$ cat src/pfc_pkg.sv
package pfc_pkg;
  // ==========================================================
  // timing
  localparam int unsigned CLK_HZ      = 40_000_000;
  localparam int unsigned MS_PER_S    = 1000;
  localparam int unsigned MS_TICK_CYC = CLK_HZ / MS_PER_S;
  localparam int unsigned GRACE_MS    = 500;
  localparam int unsigned TERM_S      = 40;
  localparam int unsigned TERM_MS     = TERM_S * MS_PER_S;
  localparam int unsigned PWM_HZ      = 1_000_000;
  localparam int unsigned PWM_CYC     = CLK_HZ / PWM_HZ;
  localparam int unsigned DEAD_CYC    = 1;
  // ==========================================================
  // register map
  localparam logic [7:0] A_CTRL     = 8'h00;
  localparam logic [7:0] A_STATE    = 8'h01;
  localparam logic [7:0] A_LATCH    = 8'h02;
  localparam logic [7:0] A_CFG_BASE = 8'h03;
  localparam int unsigned CFG_N     = 10;
  localparam int unsigned CFG_FUSE_DLY = 0;
  localparam int unsigned CFG_PRE_I    = 1;
  localparam int unsigned CFG_CC_I     = 2;
  localparam int unsigned CFG_SYS_I    = 3;
  localparam int unsigned CFG_PRE_V    = 4;
  localparam int unsigned CFG_CELL_LIM = 5;
  localparam int unsigned CFG_TERM_WIN = 6;
  localparam int unsigned CFG_TAPER_I  = 7;
  localparam int unsigned CFG_HOST_V   = 8;
  localparam int unsigned CFG_HOST_I   = 9;
  localparam logic [7:0] CFG_RST [CFG_N] = '{8'h01, 8'h10, 8'h40, 8'h80, 8'h60,
                                             8'hD0, 8'hC8, 8'h08, 8'hC0, 8'h40};
  // ==========================================================
  // field positions
  localparam int unsigned CT_CHG_EN    = 0;
  localparam int unsigned CT_DSG_EN    = 1;
  localparam int unsigned CT_CHARGE_ON = 2;
  localparam int unsigned CT_ZERO_V    = 3;
  localparam int unsigned CT_HOST      = 4;
  localparam int unsigned CT_FUSE_FIRE = 5;
  localparam int unsigned ST_ADP_CTRL  = 0;
  localparam int unsigned ST_FUSE_RAW  = 1;
  localparam int unsigned ST_ADP_ON    = 2;
  localparam int unsigned ST_CHG_ON    = 3;
  localparam int unsigned ST_DSG_ON    = 4;
  localparam int unsigned ST_FAULT     = 5;
  localparam int unsigned LT_FUSE      = 0;
  localparam int unsigned LT_FUSE_OFF  = 1;
  localparam int unsigned LT_TERM      = 2;
  localparam int unsigned LT_STATE_LSB = 4;
  localparam logic [7:0] CTRL_RST      = 8'h00;
  // ==========================================================
  // charge sequence
  typedef enum logic [2:0] {
    CS_IDLE = 3'b000,
    CS_PRE  = 3'b001,
    CS_CC   = 3'b010,
    CS_CV   = 3'b011,
    CS_DONE = 3'b100
  } pfc_chg_t;
endpackage

$ cat src/pfc_buck_pwm.sv
`timescale 1ns/1ps
module pfc_buck_pwm #(
  parameter int unsigned PERIOD = pfc_pkg::PWM_CYC,
  parameter int unsigned DEAD   = pfc_pkg::DEAD_CYC,
  parameter int unsigned CW     = 8
) (
  input  wire logic          sys_clk,
  input  wire logic          arst_n,
  input  wire logic          run,
  input  wire logic [CW-1:0] duty,
  output logic               high_drive,
  output logic               low_drive,
  output logic               period_end
);
  // ==========================================================
  // period counter
  logic [CW-1:0] cnt_r;
  logic [CW:0]   lo_start;

  if (PERIOD < 4 * DEAD + 2 || PERIOD >= 2 ** CW) begin : g_chk
    $error("pfc_buck_pwm: period does not fit the counter");
  end

  assign lo_start   = {1'b0, duty} + (CW+1)'(DEAD);
  assign period_end = (cnt_r == CW'(PERIOD - 1));

  always_ff @(posedge sys_clk or negedge arst_n) begin
    if (!arst_n) begin
      cnt_r <= '0;
    end else if (period_end) begin
      cnt_r <= '0;
    end else begin
      cnt_r <= cnt_r + CW'(1);
    end
  end

  // ==========================================================
  // gate drives, dead time keeps both switches from conducting together
  always_ff @(posedge sys_clk or negedge arst_n) begin
    if (!arst_n) begin
      high_drive <= 1'b0;
      low_drive  <= 1'b0;
    end else begin
      high_drive <= run && cnt_r >= CW'(DEAD) && cnt_r < duty;
      low_drive  <= run && {1'b0, cnt_r} >= lo_start && cnt_r < CW'(PERIOD - DEAD);
    end
  end
endmodule

$ cat src/pfc_sequencer.sv
// Overview of operation
// any safety fault drops both protection gates
// software clearing both enables drops both gates
// adapter gate needs comparator, control bit, conditions
// raw fuse drive readable, one means active
// fuse latches after delay, gates off 500 ms later
// weak pull-up while fuse output is low
// buck switches at one megahertz
// start current chosen from lowest cell voltage
// charger current capped at charge current value
// after termination cap becomes max system current
// highest cell at limit stops raising output voltage
// window plus low taper for 40 s terminates
// host values replace profile when override set
// zero-volt mode routes narrow output to charge gate
// clearing fuse flag in grace cancels shutdown
//
// The address-and-strobe port is this design's own decision.
`timescale 1ns/1ps
module pfc_sequencer #(
  parameter int unsigned MS_TICK_CYC = pfc_pkg::MS_TICK_CYC,
  parameter int unsigned GRACE_MS    = pfc_pkg::GRACE_MS,
  parameter int unsigned TERM_MS     = pfc_pkg::TERM_MS
) (
  input  wire logic       sys_clk,
  input  wire logic       arst_n,
  input  wire logic [7:0] reg_addr,
  input  wire logic [7:0] reg_wdata,
  input  wire logic       reg_wr,
  input  wire logic       reg_rd,
  output logic      [7:0] reg_rdata,
  input  wire logic       safety_fault,
  input  wire logic       adapter_above_sense,
  input  wire logic       adapter_ok,
  input  wire logic       fuse_drive_active,
  input  wire logic [7:0] cell_v_min,
  input  wire logic [7:0] cell_v_max,
  input  wire logic [7:0] batt_current,
  input  wire logic [7:0] chg_out_current,
  input  wire logic [7:0] chg_out_voltage,
  input  wire logic [7:0] profile_voltage,
  input  wire logic [7:0] profile_current,
  output logic            charge_path_gate,
  output logic            discharge_path_gate,
  output logic            adapter_input_gate,
  output logic            fuse_blow_output,
  output logic            fuse_weak_pullup,
  output logic            narrow_voltage_output_route,
  output logic            buck_high_drive,
  output logic            buck_low_drive,
  output logic      [7:0] charge_current_limit_value,
  output logic      [7:0] charge_voltage_target,
  output logic            charge_voltage_hold,
  output logic            charge_terminated
);
  localparam int unsigned MSW  = $clog2(MS_TICK_CYC + 1);
  localparam int unsigned TW   = 16;
  localparam int unsigned DCW  = 8;
  localparam int unsigned DMAX = pfc_pkg::PWM_CYC - 2 * pfc_pkg::DEAD_CYC;

  if (MS_TICK_CYC < 2 || GRACE_MS < 1 || GRACE_MS >= 2 ** TW ||
      TERM_MS < 1 || TERM_MS >= 2 ** TW) begin : g_chk
    $error("pfc_sequencer: count parameter out of range");
  end

  // ==========================================================
  // register port
  logic [7:0]       ctrl_r;
  logic             adp_ctrl_r;
  logic [7:0]       cfg_r [pfc_pkg::CFG_N];
  logic             fuse_latched_r;
  logic             fuse_off_r;
  logic             term_flag_r;
  pfc_pkg::pfc_chg_t state_r;
  pfc_pkg::pfc_chg_t state_nxt;
  logic [7:0]       rd_nxt;
  logic             wr_state;
  logic             wr_latch;
  logic [3:0]       cfg_idx;

  function automatic logic in_cfg(input logic [7:0] a);
    in_cfg = a >= pfc_pkg::A_CFG_BASE &&
             a < pfc_pkg::A_CFG_BASE + 8'(pfc_pkg::CFG_N);
  endfunction

  assign cfg_idx  = 4'(reg_addr - pfc_pkg::A_CFG_BASE);
  assign wr_state = reg_wr && reg_addr == pfc_pkg::A_STATE;
  assign wr_latch = reg_wr && reg_addr == pfc_pkg::A_LATCH;

  always_ff @(posedge sys_clk or negedge arst_n) begin
    if (!arst_n) begin
      ctrl_r <= pfc_pkg::CTRL_RST;
    end else if (reg_wr && reg_addr == pfc_pkg::A_CTRL) begin
      ctrl_r <= reg_wdata;
    end
  end

  always_ff @(posedge sys_clk or negedge arst_n) begin
    if (!arst_n) begin
      adp_ctrl_r <= 1'b0;
    end else if (wr_state) begin
      adp_ctrl_r <= reg_wdata[pfc_pkg::ST_ADP_CTRL];
    end
  end

  always_ff @(posedge sys_clk or negedge arst_n) begin
    if (!arst_n) begin
      cfg_r <= pfc_pkg::CFG_RST;
    end else if (reg_wr && in_cfg(reg_addr)) begin
      cfg_r[cfg_idx] <= reg_wdata;
    end
  end

  // unmapped addresses read as zero
  always_comb begin
    rd_nxt = 8'h00;
    if (reg_addr == pfc_pkg::A_CTRL) begin
      rd_nxt = ctrl_r;
    end else if (reg_addr == pfc_pkg::A_STATE) begin
      rd_nxt[pfc_pkg::ST_ADP_CTRL] = adp_ctrl_r;
      rd_nxt[pfc_pkg::ST_FUSE_RAW] = fuse_drive_active;
      rd_nxt[pfc_pkg::ST_ADP_ON]   = adapter_input_gate;
      rd_nxt[pfc_pkg::ST_CHG_ON]   = charge_path_gate;
      rd_nxt[pfc_pkg::ST_DSG_ON]   = discharge_path_gate;
      rd_nxt[pfc_pkg::ST_FAULT]    = safety_fault;
    end else if (reg_addr == pfc_pkg::A_LATCH) begin
      rd_nxt[pfc_pkg::LT_FUSE]     = fuse_latched_r;
      rd_nxt[pfc_pkg::LT_FUSE_OFF] = fuse_off_r;
      rd_nxt[pfc_pkg::LT_TERM]     = term_flag_r;
      rd_nxt[pfc_pkg::LT_STATE_LSB +: 3] = state_r;
    end else if (in_cfg(reg_addr)) begin
      rd_nxt = cfg_r[cfg_idx];
    end
  end

  always_ff @(posedge sys_clk or negedge arst_n) begin
    if (!arst_n) begin
      reg_rdata <= 8'h00;
    end else if (reg_rd) begin
      reg_rdata <= rd_nxt;
    end else begin
      reg_rdata <= 8'h00;
    end
  end

  // ==========================================================
  // millisecond tick
  logic [MSW-1:0] ms_cnt_r;
  logic           ms_tick;

  assign ms_tick = (ms_cnt_r == MSW'(MS_TICK_CYC - 1));

  always_ff @(posedge sys_clk or negedge arst_n) begin
    if (!arst_n) begin
      ms_cnt_r <= '0;
    end else if (ms_tick) begin
      ms_cnt_r <= '0;
    end else begin
      ms_cnt_r <= ms_cnt_r + MSW'(1);
    end
  end

  // ==========================================================
  // fuse supervision
  logic [TW-1:0] raw_ms_r;
  logic [TW-1:0] grace_ms_r;
  logic          fuse_set;
  logic          fuse_clr;

  assign fuse_set = fuse_drive_active &&
                    raw_ms_r >= TW'(cfg_r[pfc_pkg::CFG_FUSE_DLY]);
  assign fuse_clr = wr_latch && reg_wdata[pfc_pkg::LT_FUSE];

  always_ff @(posedge sys_clk or negedge arst_n) begin
    if (!arst_n) begin
      raw_ms_r <= '0;
    end else if (!fuse_drive_active) begin
      raw_ms_r <= '0;
    end else if (ms_tick && raw_ms_r != '1) begin
      raw_ms_r <= raw_ms_r + TW'(1);
    end
  end

  // a new latch event outranks a software clear in the same cycle
  always_ff @(posedge sys_clk or negedge arst_n) begin
    if (!arst_n) begin
      fuse_latched_r <= 1'b0;
    end else if (fuse_set) begin
      fuse_latched_r <= 1'b1;
    end else if (fuse_clr) begin
      fuse_latched_r <= 1'b0;
    end
  end

  // grace timer restarts from zero whenever the flag drops
  always_ff @(posedge sys_clk or negedge arst_n) begin
    if (!arst_n) begin
      grace_ms_r <= '0;
    end else if (!fuse_latched_r) begin
      grace_ms_r <= '0;
    end else if (ms_tick && grace_ms_r != TW'(GRACE_MS)) begin
      grace_ms_r <= grace_ms_r + TW'(1);
    end
  end

  // shutdown is permanent until reset, as a blown pack would be
  always_ff @(posedge sys_clk or negedge arst_n) begin
    if (!arst_n) begin
      fuse_off_r <= 1'b0;
    end else if (fuse_latched_r && grace_ms_r == TW'(GRACE_MS)) begin
      fuse_off_r <= 1'b1;
    end
  end

  always_ff @(posedge sys_clk or negedge arst_n) begin
    if (!arst_n) begin
      fuse_blow_output <= 1'b0;
      fuse_weak_pullup <= 1'b1;
    end else begin
      fuse_blow_output <= ctrl_r[pfc_pkg::CT_FUSE_FIRE];
      fuse_weak_pullup <= !ctrl_r[pfc_pkg::CT_FUSE_FIRE];
    end
  end

  // ==========================================================
  // charge sequence
  logic [TW-1:0] taper_ms_r;
  logic          taper_ok;
  logic          chg_req;
  logic          pwm_end;
  logic [7:0]    v_tgt;
  logic [7:0]    i_cc;

  assign chg_req  = ctrl_r[pfc_pkg::CT_CHARGE_ON] && !safety_fault && !fuse_off_r;
  assign taper_ok = state_r == pfc_pkg::CS_CV &&
                    cell_v_max >= cfg_r[pfc_pkg::CFG_TERM_WIN] &&
                    batt_current < cfg_r[pfc_pkg::CFG_TAPER_I];
  // host values win over the profile on the next cycle, no smoothing
  assign v_tgt = ctrl_r[pfc_pkg::CT_HOST] ? cfg_r[pfc_pkg::CFG_HOST_V]
                                          : profile_voltage;
  assign i_cc  = ctrl_r[pfc_pkg::CT_HOST] ? cfg_r[pfc_pkg::CFG_HOST_I]
                                          : profile_current;

  always_ff @(posedge sys_clk or negedge arst_n) begin
    if (!arst_n) begin
      taper_ms_r <= '0;
    end else if (!taper_ok) begin
      taper_ms_r <= '0;
    end else if (ms_tick && taper_ms_r != TW'(TERM_MS)) begin
      taper_ms_r <= taper_ms_r + TW'(1);
    end
  end

  always_comb begin
    state_nxt = state_r;
    case (state_r)
      pfc_pkg::CS_IDLE: begin
        if (chg_req) begin
          state_nxt = (cell_v_min < cfg_r[pfc_pkg::CFG_PRE_V]) ? pfc_pkg::CS_PRE
                                                               : pfc_pkg::CS_CC;
        end
      end
      pfc_pkg::CS_PRE: begin
        if (cell_v_min >= cfg_r[pfc_pkg::CFG_PRE_V]) begin
          state_nxt = pfc_pkg::CS_CC;
        end
      end
      pfc_pkg::CS_CC: begin
        if (cell_v_max >= cfg_r[pfc_pkg::CFG_CELL_LIM]) begin
          state_nxt = pfc_pkg::CS_CV;
        end
      end
      pfc_pkg::CS_CV: begin
        if (taper_ms_r == TW'(TERM_MS)) begin
          state_nxt = pfc_pkg::CS_DONE;
        end
      end
      pfc_pkg::CS_DONE: state_nxt = pfc_pkg::CS_DONE;
      default: state_nxt = pfc_pkg::CS_IDLE;
    endcase
    if (!chg_req) begin
      state_nxt = pfc_pkg::CS_IDLE;
    end
  end

  always_ff @(posedge sys_clk or negedge arst_n) begin
    if (!arst_n) begin
      state_r <= pfc_pkg::CS_IDLE;
    end else begin
      state_r <= state_nxt;
    end
  end

  always_ff @(posedge sys_clk or negedge arst_n) begin
    if (!arst_n) begin
      term_flag_r <= 1'b0;
    end else if (state_nxt == pfc_pkg::CS_DONE && state_r == pfc_pkg::CS_CV) begin
      term_flag_r <= 1'b1;
    end else if (wr_latch && reg_wdata[pfc_pkg::LT_TERM]) begin
      term_flag_r <= 1'b0;
    end
  end

  always_ff @(posedge sys_clk or negedge arst_n) begin
    if (!arst_n) begin
      charge_current_limit_value <= 8'h00;
      charge_voltage_target      <= 8'h00;
      charge_voltage_hold        <= 1'b0;
      charge_terminated          <= 1'b0;
    end else begin
      case (state_nxt)
        pfc_pkg::CS_PRE:  charge_current_limit_value <= cfg_r[pfc_pkg::CFG_PRE_I];
        pfc_pkg::CS_DONE: charge_current_limit_value <= cfg_r[pfc_pkg::CFG_SYS_I];
        pfc_pkg::CS_IDLE: charge_current_limit_value <= 8'h00;
        default:          charge_current_limit_value <= i_cc;
      endcase
      charge_voltage_target <= v_tgt;
      charge_voltage_hold   <= state_nxt == pfc_pkg::CS_CV;
      charge_terminated     <= state_nxt == pfc_pkg::CS_DONE;
    end
  end

  // ==========================================================
  // protection and adapter gates
  logic gate_chg;
  logic zero_v_pre;

  assign gate_chg   = ctrl_r[pfc_pkg::CT_CHG_EN] && !safety_fault && !fuse_off_r;
  assign zero_v_pre = ctrl_r[pfc_pkg::CT_ZERO_V] && state_nxt == pfc_pkg::CS_PRE;

  // gates follow the fault on the next edge, not a software round trip
  always_ff @(posedge sys_clk or negedge arst_n) begin
    if (!arst_n) begin
      charge_path_gate    <= 1'b0;
      discharge_path_gate <= 1'b0;
      narrow_voltage_output_route          <= 1'b0;
    end else begin
      charge_path_gate    <= gate_chg && !zero_v_pre &&
                             state_nxt != pfc_pkg::CS_DONE;
      discharge_path_gate <= ctrl_r[pfc_pkg::CT_DSG_EN] && !safety_fault &&
                             !fuse_off_r;
      narrow_voltage_output_route          <= gate_chg && zero_v_pre;
    end
  end

  always_ff @(posedge sys_clk or negedge arst_n) begin
    if (!arst_n) begin
      adapter_input_gate <= 1'b0;
    end else begin
      adapter_input_gate <= adp_ctrl_r && adapter_above_sense && adapter_ok &&
                            !safety_fault;
    end
  end

  // ==========================================================
  // buck regulation: one duty step per switching period
  logic [DCW-1:0] duty_r;
  logic           pwm_run;
  logic           i_over;
  logic           v_over;

  assign pwm_run = state_r != pfc_pkg::CS_IDLE && adapter_input_gate;
  assign i_over  = chg_out_current > charge_current_limit_value;
  assign v_over  = chg_out_voltage > charge_voltage_target;

  always_ff @(posedge sys_clk or negedge arst_n) begin
    if (!arst_n) begin
      duty_r <= '0;
    end else if (!pwm_run) begin
      duty_r <= '0;
    end else if (pwm_end) begin
      if ((i_over || v_over) && duty_r != '0) begin
        duty_r <= duty_r - DCW'(1);
      end else if (!i_over && !v_over && !charge_voltage_hold &&
                   chg_out_current != charge_current_limit_value &&
                   duty_r < DCW'(DMAX)) begin
        duty_r <= duty_r + DCW'(1);
      end
    end
  end

  pfc_buck_pwm #(
    .PERIOD (pfc_pkg::PWM_CYC),
    .DEAD   (pfc_pkg::DEAD_CYC),
    .CW     (DCW)
  ) u_pwm (
    .sys_clk    (sys_clk),
    .arst_n     (arst_n),
    .run        (pwm_run),
    .duty       (duty_r),
    .high_drive (buck_high_drive),
    .low_drive  (buck_low_drive),
    .period_end (pwm_end)
  );
endmodule

$ cat config.mk
export PLATFORM = sky130hd
export DESIGN_NAME = pfc_sequencer
export DESIGN_NICKNAME = d
export VERILOG_FILES = /design/src/pfc_pkg.sv /design/src/pfc_buck_pwm.sv /design/src/pfc_sequencer.sv
export SDC_FILE = /design/constraint.sdc
export NUM_CORES = 1
export LEC_CHECK = 0
export BUFFER_PORTS_ARGS = -buffer_cell sky130_fd_sc_hd__buf_2
export CAP_MARGIN = 20
export CORE_ASPECT_RATIO = 0.6
export CORE_MARGIN = 2
export CORE_UTILIZATION = 50
export CTS_CLUSTER_DIAMETER = 200
export CTS_CLUSTER_SIZE = 8
export DETAILED_ROUTE_END_ITERATION = 8
export PLACE_DENSITY = 0.78
export SLEW_MARGIN = 25
export SYNTH_ARGS = -nofsm -noshare
export SYNTH_HDL_FRONTEND = slang
export SYNTH_SLANG_ARGS = --single-unit
$ cat constraint.sdc
create_clock -name sys_clk -period 4.25 [get_ports sys_clk]
set_input_delay 0.2125 -clock sys_clk [delete_from_list [all_inputs] [get_ports sys_clk]]
set_output_delay 0.2125 -clock sys_clk [all_outputs]
set_load 0.02 [all_outputs]
==> results of run 1 <==
-- report_power, final --
part           total (mW)  leakage (nW)  switching [mW]  internal (mW)
logic               0.391          3.45           0.221          0.170
registers            2.09          2.80          0.0444           2.04
clock network        2.19         0.407           0.881           1.31
total                4.67          6.66            1.15           3.53
-- area by class of cell --
cell class	count	area, µm²
Clock buffer	52	833
Sequential cell	209	5250
Inverter	84	315
Clock inverter	2	25.0
Antenna cell	1	2.50
Tap cell	322	403
Timing Repair Buffer	134	764
Fill cell	1965	10000
Multi-Input combinational cell	786	6560
-- flip-flops by register name, summed over array words and instances, names as in the netlist, 3 cells and up --
signal                      flops
grace_ms_r                     16
state_r                         3
ctrl_r                          8
charge_voltage_target           8
charge_current_limit_value      8
reg_rdata                       8
taper_ms_r                     16
raw_ms_r                       16
ms_cnt_r                       16
u_pwm.cnt_r                     8
duty_r                          8
cfg_r                          80
-- repair_timing --
| item | CTS | global route |
|---|---|---|
| gates resized for setup | 0 | 0 |
| hold buffers | 13 | 0 |
| endpoints found under the hold margin | 96 | 0 |
-- synth_stat cells (4+ instances only) --
cell,count
a21o_1,10
o211ai_1,7
and3_1,13
nor4_1,10
nand2_1,50
nor2b_1,13
mux4_2,16
mux2_2,62
xnor2_1,46
o21ai_0,31
nand3_2,4
dfstp_2,17
nor2_1,68
nand3_1,43
mux2_4,42
a2111oi_0,4
a22oi_1,10
nand2_4,8
inv_1,84
ha_1,94
nand2b_1,8
clkbuf_1,15
and2_1,36
dfrtp_1,192
nor3_1,23
mux2i_1,13
buf_2,4
xor2_1,33
a21oi_1,41
o221ai_1,5
dlygate4sd1_1,8
nand4_1,22
a31oi_1,6
a211oi_1,10
and4_1,4
-- worst min path at each step --
| stage | slack [ns] | endpoint | depth (start not counted) |
|---|---|---|---|
| finish | 0.04 | term_flag_r$_DFFE_PN0P_ | 3 |
| global route | 0.04 | fuse_latched_r$_DFFE_PN0P_ | 3 |
| CTS | 0.02 | term_flag_r$_DFFE_PN0P_ | 3 |
| detailed placement | 0.36 | cfg_r[37]$_DFFE_PN0P_ | 1 |
| global placement | 0.35 | reg_rdata[2]$_DFF_PN0_ | 1 |
| floorplan | -0.08 | adapter_input_gate$_DFF_PN0_ | 0 |
-- layer usage --
layer / global-route usage [%] / up-vias / wire [µm]
li1: - / 4228 / -
met1: 37.0 / 4485 / 14500
met2: 35.8 / 375 / 13200
met3: 6.67 / 65 / 2770
met4: 6.97 / 0 / 857
met5: 0 / - / 0
-- cell families after synthesis --
kind of cell / Yosys count / share of synthesized area [%]
AO/OA/AOI/OAI: 153 / 8.42
XOR/XNOR: 80 / 5.76
adder cells (fa/ha/maj): 95 / 9.74
buffers and inverters: 114 / 3.91
flip-flops: 209 / 42.7
multiplexers: 133 / 14.8
AND/OR/NAND/NOR: 325 / 14.6
-- worst max-delay path, delay by kind of cell (launching register included) --
kind	cells	cell delay, ns
compound gates	7	1.47
buf+inv	1	0.05
simple gates	6	0.99
fa+ha+maj	2	0.60
flops	1	0.34
==> results.ini, run 1 <==
[run_status]
outcome=complete, no violations

[global_route]
antenna_found_initial=1
first_global_vias=9299
grt_first_pass_wirelength_um=50500
grt_usage_pct=25.0
grt_max_degree=97
grt_overflow=0

[critical_path]
cp_max_fo=7
slowest_delay_ns=0.35
critPathLaunch=charge_voltage_target[1]$_DFF_PN0_
r2r_setup_slack_ns=0.68
worst_path_max_delay_cell=o22ai_1
r2r-end=duty_r[7]$_DFFE_PN0P_
path_class=reg2reg
startpoint_type=flip-flop
crit_chain=inv_1 -> ha_1 -> nor2b_1 -> o211ai_1 -> a21oi_1 -> o22ai_1 -> nand2_1 -> and2_1 -> ha_1 -> a21oi_1 -> o211ai_1 -> nor4_1 -> nor3_1 -> a211oi_1 -> o21ai_0 -> nor3b_1
end_kind=flip-flop
crit_end=duty_r[7]$_DFFE_PN0P_
worstPathArrival_ns=4.02
reg2reg_from=charge_voltage_target[1]$_DFF_PN0_
crit_required_ns=4.70
reg2reg_depth=16

[yosys]
ys_warn_count=0
synth_cell_types=73
ys_ff_latch=209
synth_area_um2=12300
synth_nets=1284
syn_inst=1109
syn_avg_cell_area_um2=11.1
synthArstFlopShare_pct=100
netlist.area_leader.share_pct=39.1
synth_top_area_cell=dfrtp_1
synthFlopType=dfrtp_1
synth_edf_count=0
ys_seq_area_share_pct=42.7
synthTopCellsByArea=dfrtp_1 (39%), ha_1 (9.6%), mux2_2 (5.7%), mux2_4 (5.1%), dfstp_2 (3.6%)

[placed_design]
gp_congestion=0.885
port_buffers=113
place_area_um2=13200
place_inst=1522
place_hpwl_um=22400
pre_cts_slack_ns=0.792

[floorplan]
die_area_um2=25900
rows=44
fp.dieW_um=206
core_um2=24200
pin_count=114
die_height_um=125
start_util_pct=50.8

[sta]
tightestPinTransition_ns=0.963
fin_crit_sh_pct=84.0
finClkSkew_ns=0.0418
rsz0062_at_grt=no
max_freq_ghz=0.280
finalCriticalPeriod_ns=3.57
hold_viol=0
final-setup-viol-count=0
setup_tns_ns=0
finalMaxSlewViolations=0
final.setup.worst_slack_ns=0.678
relSlewSlack_pct=35.3
fin_hold_ws_ns=0.0388

[cts]
clkLatencyLatePin_ns=0.57
cts_made_buffers=30
h-tree-depth=1
cts.reportedPaths.clkPinSlew_ns=0.06
cts_setup_buffers=0
cts_tree=yes
cts-root-buf=clkbuf_16
clock_sinks=209
clockBufferDepth=3

[layout]
final_core_util_pct=58.6
post_layout_nonfiller_instances=1590
layout.cells.most_common_list=dfrtp_1 (192), buf_2 (112), ha_1 (93)
final_nets=1420
drive_gt1_share_pct=25.5
fin_area_um2=14200
layout_commonest_cell=dfrtp_1
area_delta_synth_final_pct=15.2

[worst_hold_path]
worstHoldStart=reg_wr
hold_path.class=in2reg

[routing]
wl_um=31400
wl_per_cell_um=19.7
vias_per_cell=5.76
drc_errors=0
ant_nets=0
num_vias=9153
drt_iter0_drc=953
drt_pre_antenna_iters=5

[pwr]
power_mw=4.67
peakVddDrop_v=0.000288
p_leak_nw=6.66
powerDensity_nw_per_um2=330

[job]
maxCapViolations=0

Note: power is estimated with default switching activity, not from simulation.
==> inputs of run 2 (changes only) <==
==> constraint.sdc (replaced) <==
create_clock -name sys_clk -period 3.65 [get_ports sys_clk]
set_input_delay 0.1825 -clock sys_clk [delete_from_list [all_inputs] [get_ports sys_clk]]
set_output_delay 0.1825 -clock sys_clk [all_outputs]
set_load 0.02 [all_outputs]
==> run 2 against run 1 <==
  * Sequential share of layout area decreased by 0.19 points
  * Combinational power increased by 18%
  * Die area unchanged
  * Highest routed layer unchanged
  * Routed wire length decreased by 0.63%
  * Sequential power increased by 16%
  * Critical path depth unchanged
  * Global-route usage decreased by 0.073 points
==> results.ini, run 2 (synthesis results as in run 1) <==
[placed_design]
place_inst=1526  ; +0.26%
gp_congestion=0.916  ; +3.5%
port_buffers=113  ; unchanged
place_area_um2=13200  ; +0.32%
pre_cts_slack_ns=0.317  ; -0.474 ns
place_hpwl_um=22800  ; +1.7%

[worst_hold_path]
min_path_cells=3  ; unchanged
hold_end=charge_current_limit_value[5]$_DFF_PN0_
worstHoldStart=profile_current[5]
hold_path.class=in2reg

[pwr]
p_switching_mw=1.38  ; +20%
peakVddDrop_v=0.000376  ; +30%
clkPwrFrac_pct=47.4  ; +0.4 points
powerDensity_nw_per_um2=386  ; +17%
p_comb_share_pct=8.4  ; about the same
p_int_mw=4.12  ; +17%
p_leak_nw=6.70  ; +0.56%
seqPwrFrac_pct=44.1  ; -0.6 points
sw_frac_of_total_pct=25.0  ; +0.48 points

[sta]
final-setup-viol-count=0  ; unchanged
finalCriticalPeriod_ns=3.36  ; -0.211 ns
fin_crit_sh_pct=92.1  ; +8.0 points
final.setup.worst_slack_ns=0.289  ; -0.389 ns
setup_tns_ns=0  ; unchanged
max_freq_ghz=0.298  ; +6.3%
rsz0062_at_grt=no
hold_viol=0  ; unchanged
finClkSkew_ns=0.0378  ; -0.00404 ns
finalMaxSlewViolations=0  ; unchanged
tightestPinTransition_ns=0.901  ; -0.0612 ns
relSlewSlack_pct=39.9  ; +4.6 points

[cts]
clockBufferDepth=3  ; unchanged
cts.reportedPaths.clkPinSlew_ns=0.06  ; about the same
h-tree-depth=1  ; unchanged
clkLatencyLatePin_ns=0.58  ; about the same
cts-root-buf=clkbuf_16
cts_tree=yes
clock_sinks=209  ; unchanged
cts_setup_buffers=0  ; unchanged
cts_made_buffers=30  ; unchanged

[layout]
largest_register_ffs=80  ; unchanged
fin_area_um2=14200  ; +0.50%
final_core_util_pct=58.9  ; +0.30 points
area_delta_synth_final_pct=15.8
regMostFlops=cfg_r
drive_gt1_share_pct=25.7  ; +0.19 points
final_nets=1425  ; +0.35%
layout_commonest_cell=dfrtp_1
post_layout_nonfiller_instances=1596  ; +0.38%
layout.cells.most_common_list=dfrtp_1 (192), buf_2 (112), ha_1 (94)

[job]
maxCapViolations=0  ; unchanged

[routing]
wl_um=31200  ; -0.63%
num_vias=9109  ; -0.48%
drc_errors=0  ; unchanged
vias_per_cell=5.71  ; -0.85%
wl_per_cell_um=19.5  ; -1.0%
ant_nets=0  ; unchanged
drt_iter0_drc=811  ; -15%
drt_pre_antenna_iters=5  ; unchanged

[critical_path]
reg2reg_from=charge_voltage_target[1]$_DFF_PN0_
startpoint_type=flip-flop
crit_required_ns=4.12  ; -0.58 ns
worstPathArrival_ns=3.83  ; -0.19 ns
reg2reg_depth=16  ; unchanged
r2r_setup_slack_ns=0.29  ; -0.39 ns
cp_max_fo=7  ; unchanged
end_kind=flip-flop
path_class=reg2reg
r2r-end=duty_r[7]$_DFFE_PN0P_

[floorplan]
core_um2=24200  ; unchanged
rows=44  ; unchanged
fp.dieW_um=206  ; unchanged
die_height_um=125  ; unchanged
pin_count=114  ; unchanged
start_util_pct=50.8  ; unchanged
die_area_um2=25900  ; unchanged

[global_route]
grt_overflow=0  ; unchanged
grt_usage_pct=24.9  ; -0.073 points
antenna_found_initial=2  ; +1
grt_max_degree=105  ; +8.2%
grt_first_pass_wirelength_um=50300  ; -0.36%
first_global_vias=9306  ; +0.075%

[run_status]
outcome=complete, no violations

## run 2: cell count changes in the layout (fill, tap and decap cells not counted)
cell	before	now
o21ai_1	1	0
o21ai_2	0	1
buf_12	0	1
ha_1	93	94
ha_2	1	0
clkinv_8	1	0
clkbuf_1	22	23
clkinv_16	0	1
buf_4	8	11
dlygate4sd3_1	13	14
## run 2: what timing repair did
item                                    4_1_cts  5_1_grt
endpoints found under the setup margin        0        1
hold buffers                                 14        0
hold endpoints to repair                    110        0
resized for setup                             0        1
## run 2: final cells by class
cell class	instances	area, µm²
diodes	1	2.50
clock buffers	53	837
clock inverters	2	38.8
fillers	1922	9940
inverters	84	315
multi-input cells	786	6570
flip-flops and latches	209	5250
well taps	322	403
repair buffers	139	817
## run 2: worst max path at each step
stage                                                  from               endpoint  slack, ns  cells past startpoint
CTS                 charge_current_limit_value[1]$_DFF_PN0_  duty_r[7]$_DFFE_PN0P_       0.23                     16
finish                   charge_voltage_target[1]$_DFF_PN0_  duty_r[7]$_DFFE_PN0P_       0.29                     16
detailed placement  charge_current_limit_value[1]$_DFF_PN0_  duty_r[7]$_DFFE_PN0P_       0.32                     16
global route        charge_current_limit_value[1]$_DFF_PN0_  duty_r[7]$_DFFE_PN0P_       0.08                     16
global placement    charge_current_limit_value[1]$_DFF_PN0_  duty_r[7]$_DFFE_PN0P_       0.46                     16
floorplan           charge_current_limit_value[1]$_DFF_PN0_  duty_r[7]$_DFFE_PN0P_       0.49                     16
## run 2: power groups by stage
stage | combinational (mW) | clock (mW) | sequential, mW
global route | 0.512 | 2.75 | 2.43
global placement | 0.432 | 0 | 2.46
finish | 0.463 | 2.61 | 2.43
CTS | 0.463 | 2.65 | 2.42
detailed placement | 0.448 | 0 | 2.46
floorplan | 0.255 | 0 | 2.45
## run 2: metal layers
layer | vias to the layer above | track usage [%] | part of all wire [%] | wire length [µm]
li1 | 4236 | - | - | -
met1 | 4473 | 35.7 | 45 | 14200
met2 | 332 | 36.6 | 43 | 13500
met3 | 68 | 7.22 | 8.7 | 2720
met4 | 0 | 7.06 | 2.6 | 813
met5 | - | 0.564 | 0 | 0
## run 2: critical path, cell delays in order, from the launching register on
cell	delay [ns]
dfrtp_1	0.35
inv_1	0.05
ha_1	0.28
nor2b_1	0.13
o211ai_1	0.15
a21oi_1	0.08
o22ai_1	0.27
nand2_1	0.08
and2_1	0.24
ha_1	0.42
nand3_1	0.11
o211ai_1	0.26
nor4_1	0.08
nor3_1	0.26
and4_1	0.25
nor3_1	0.05
nor3b_1	0.20
## run 2: stage by stage
step                      hold slack, ns  power [mW]
after CTS                         0.0322        5.54
after floorplan                   -0.113        2.71
after global routing              0.0456        5.69
after global placement             0.347        2.89
after detailed placement           0.345        2.91
final                             0.0463        5.50
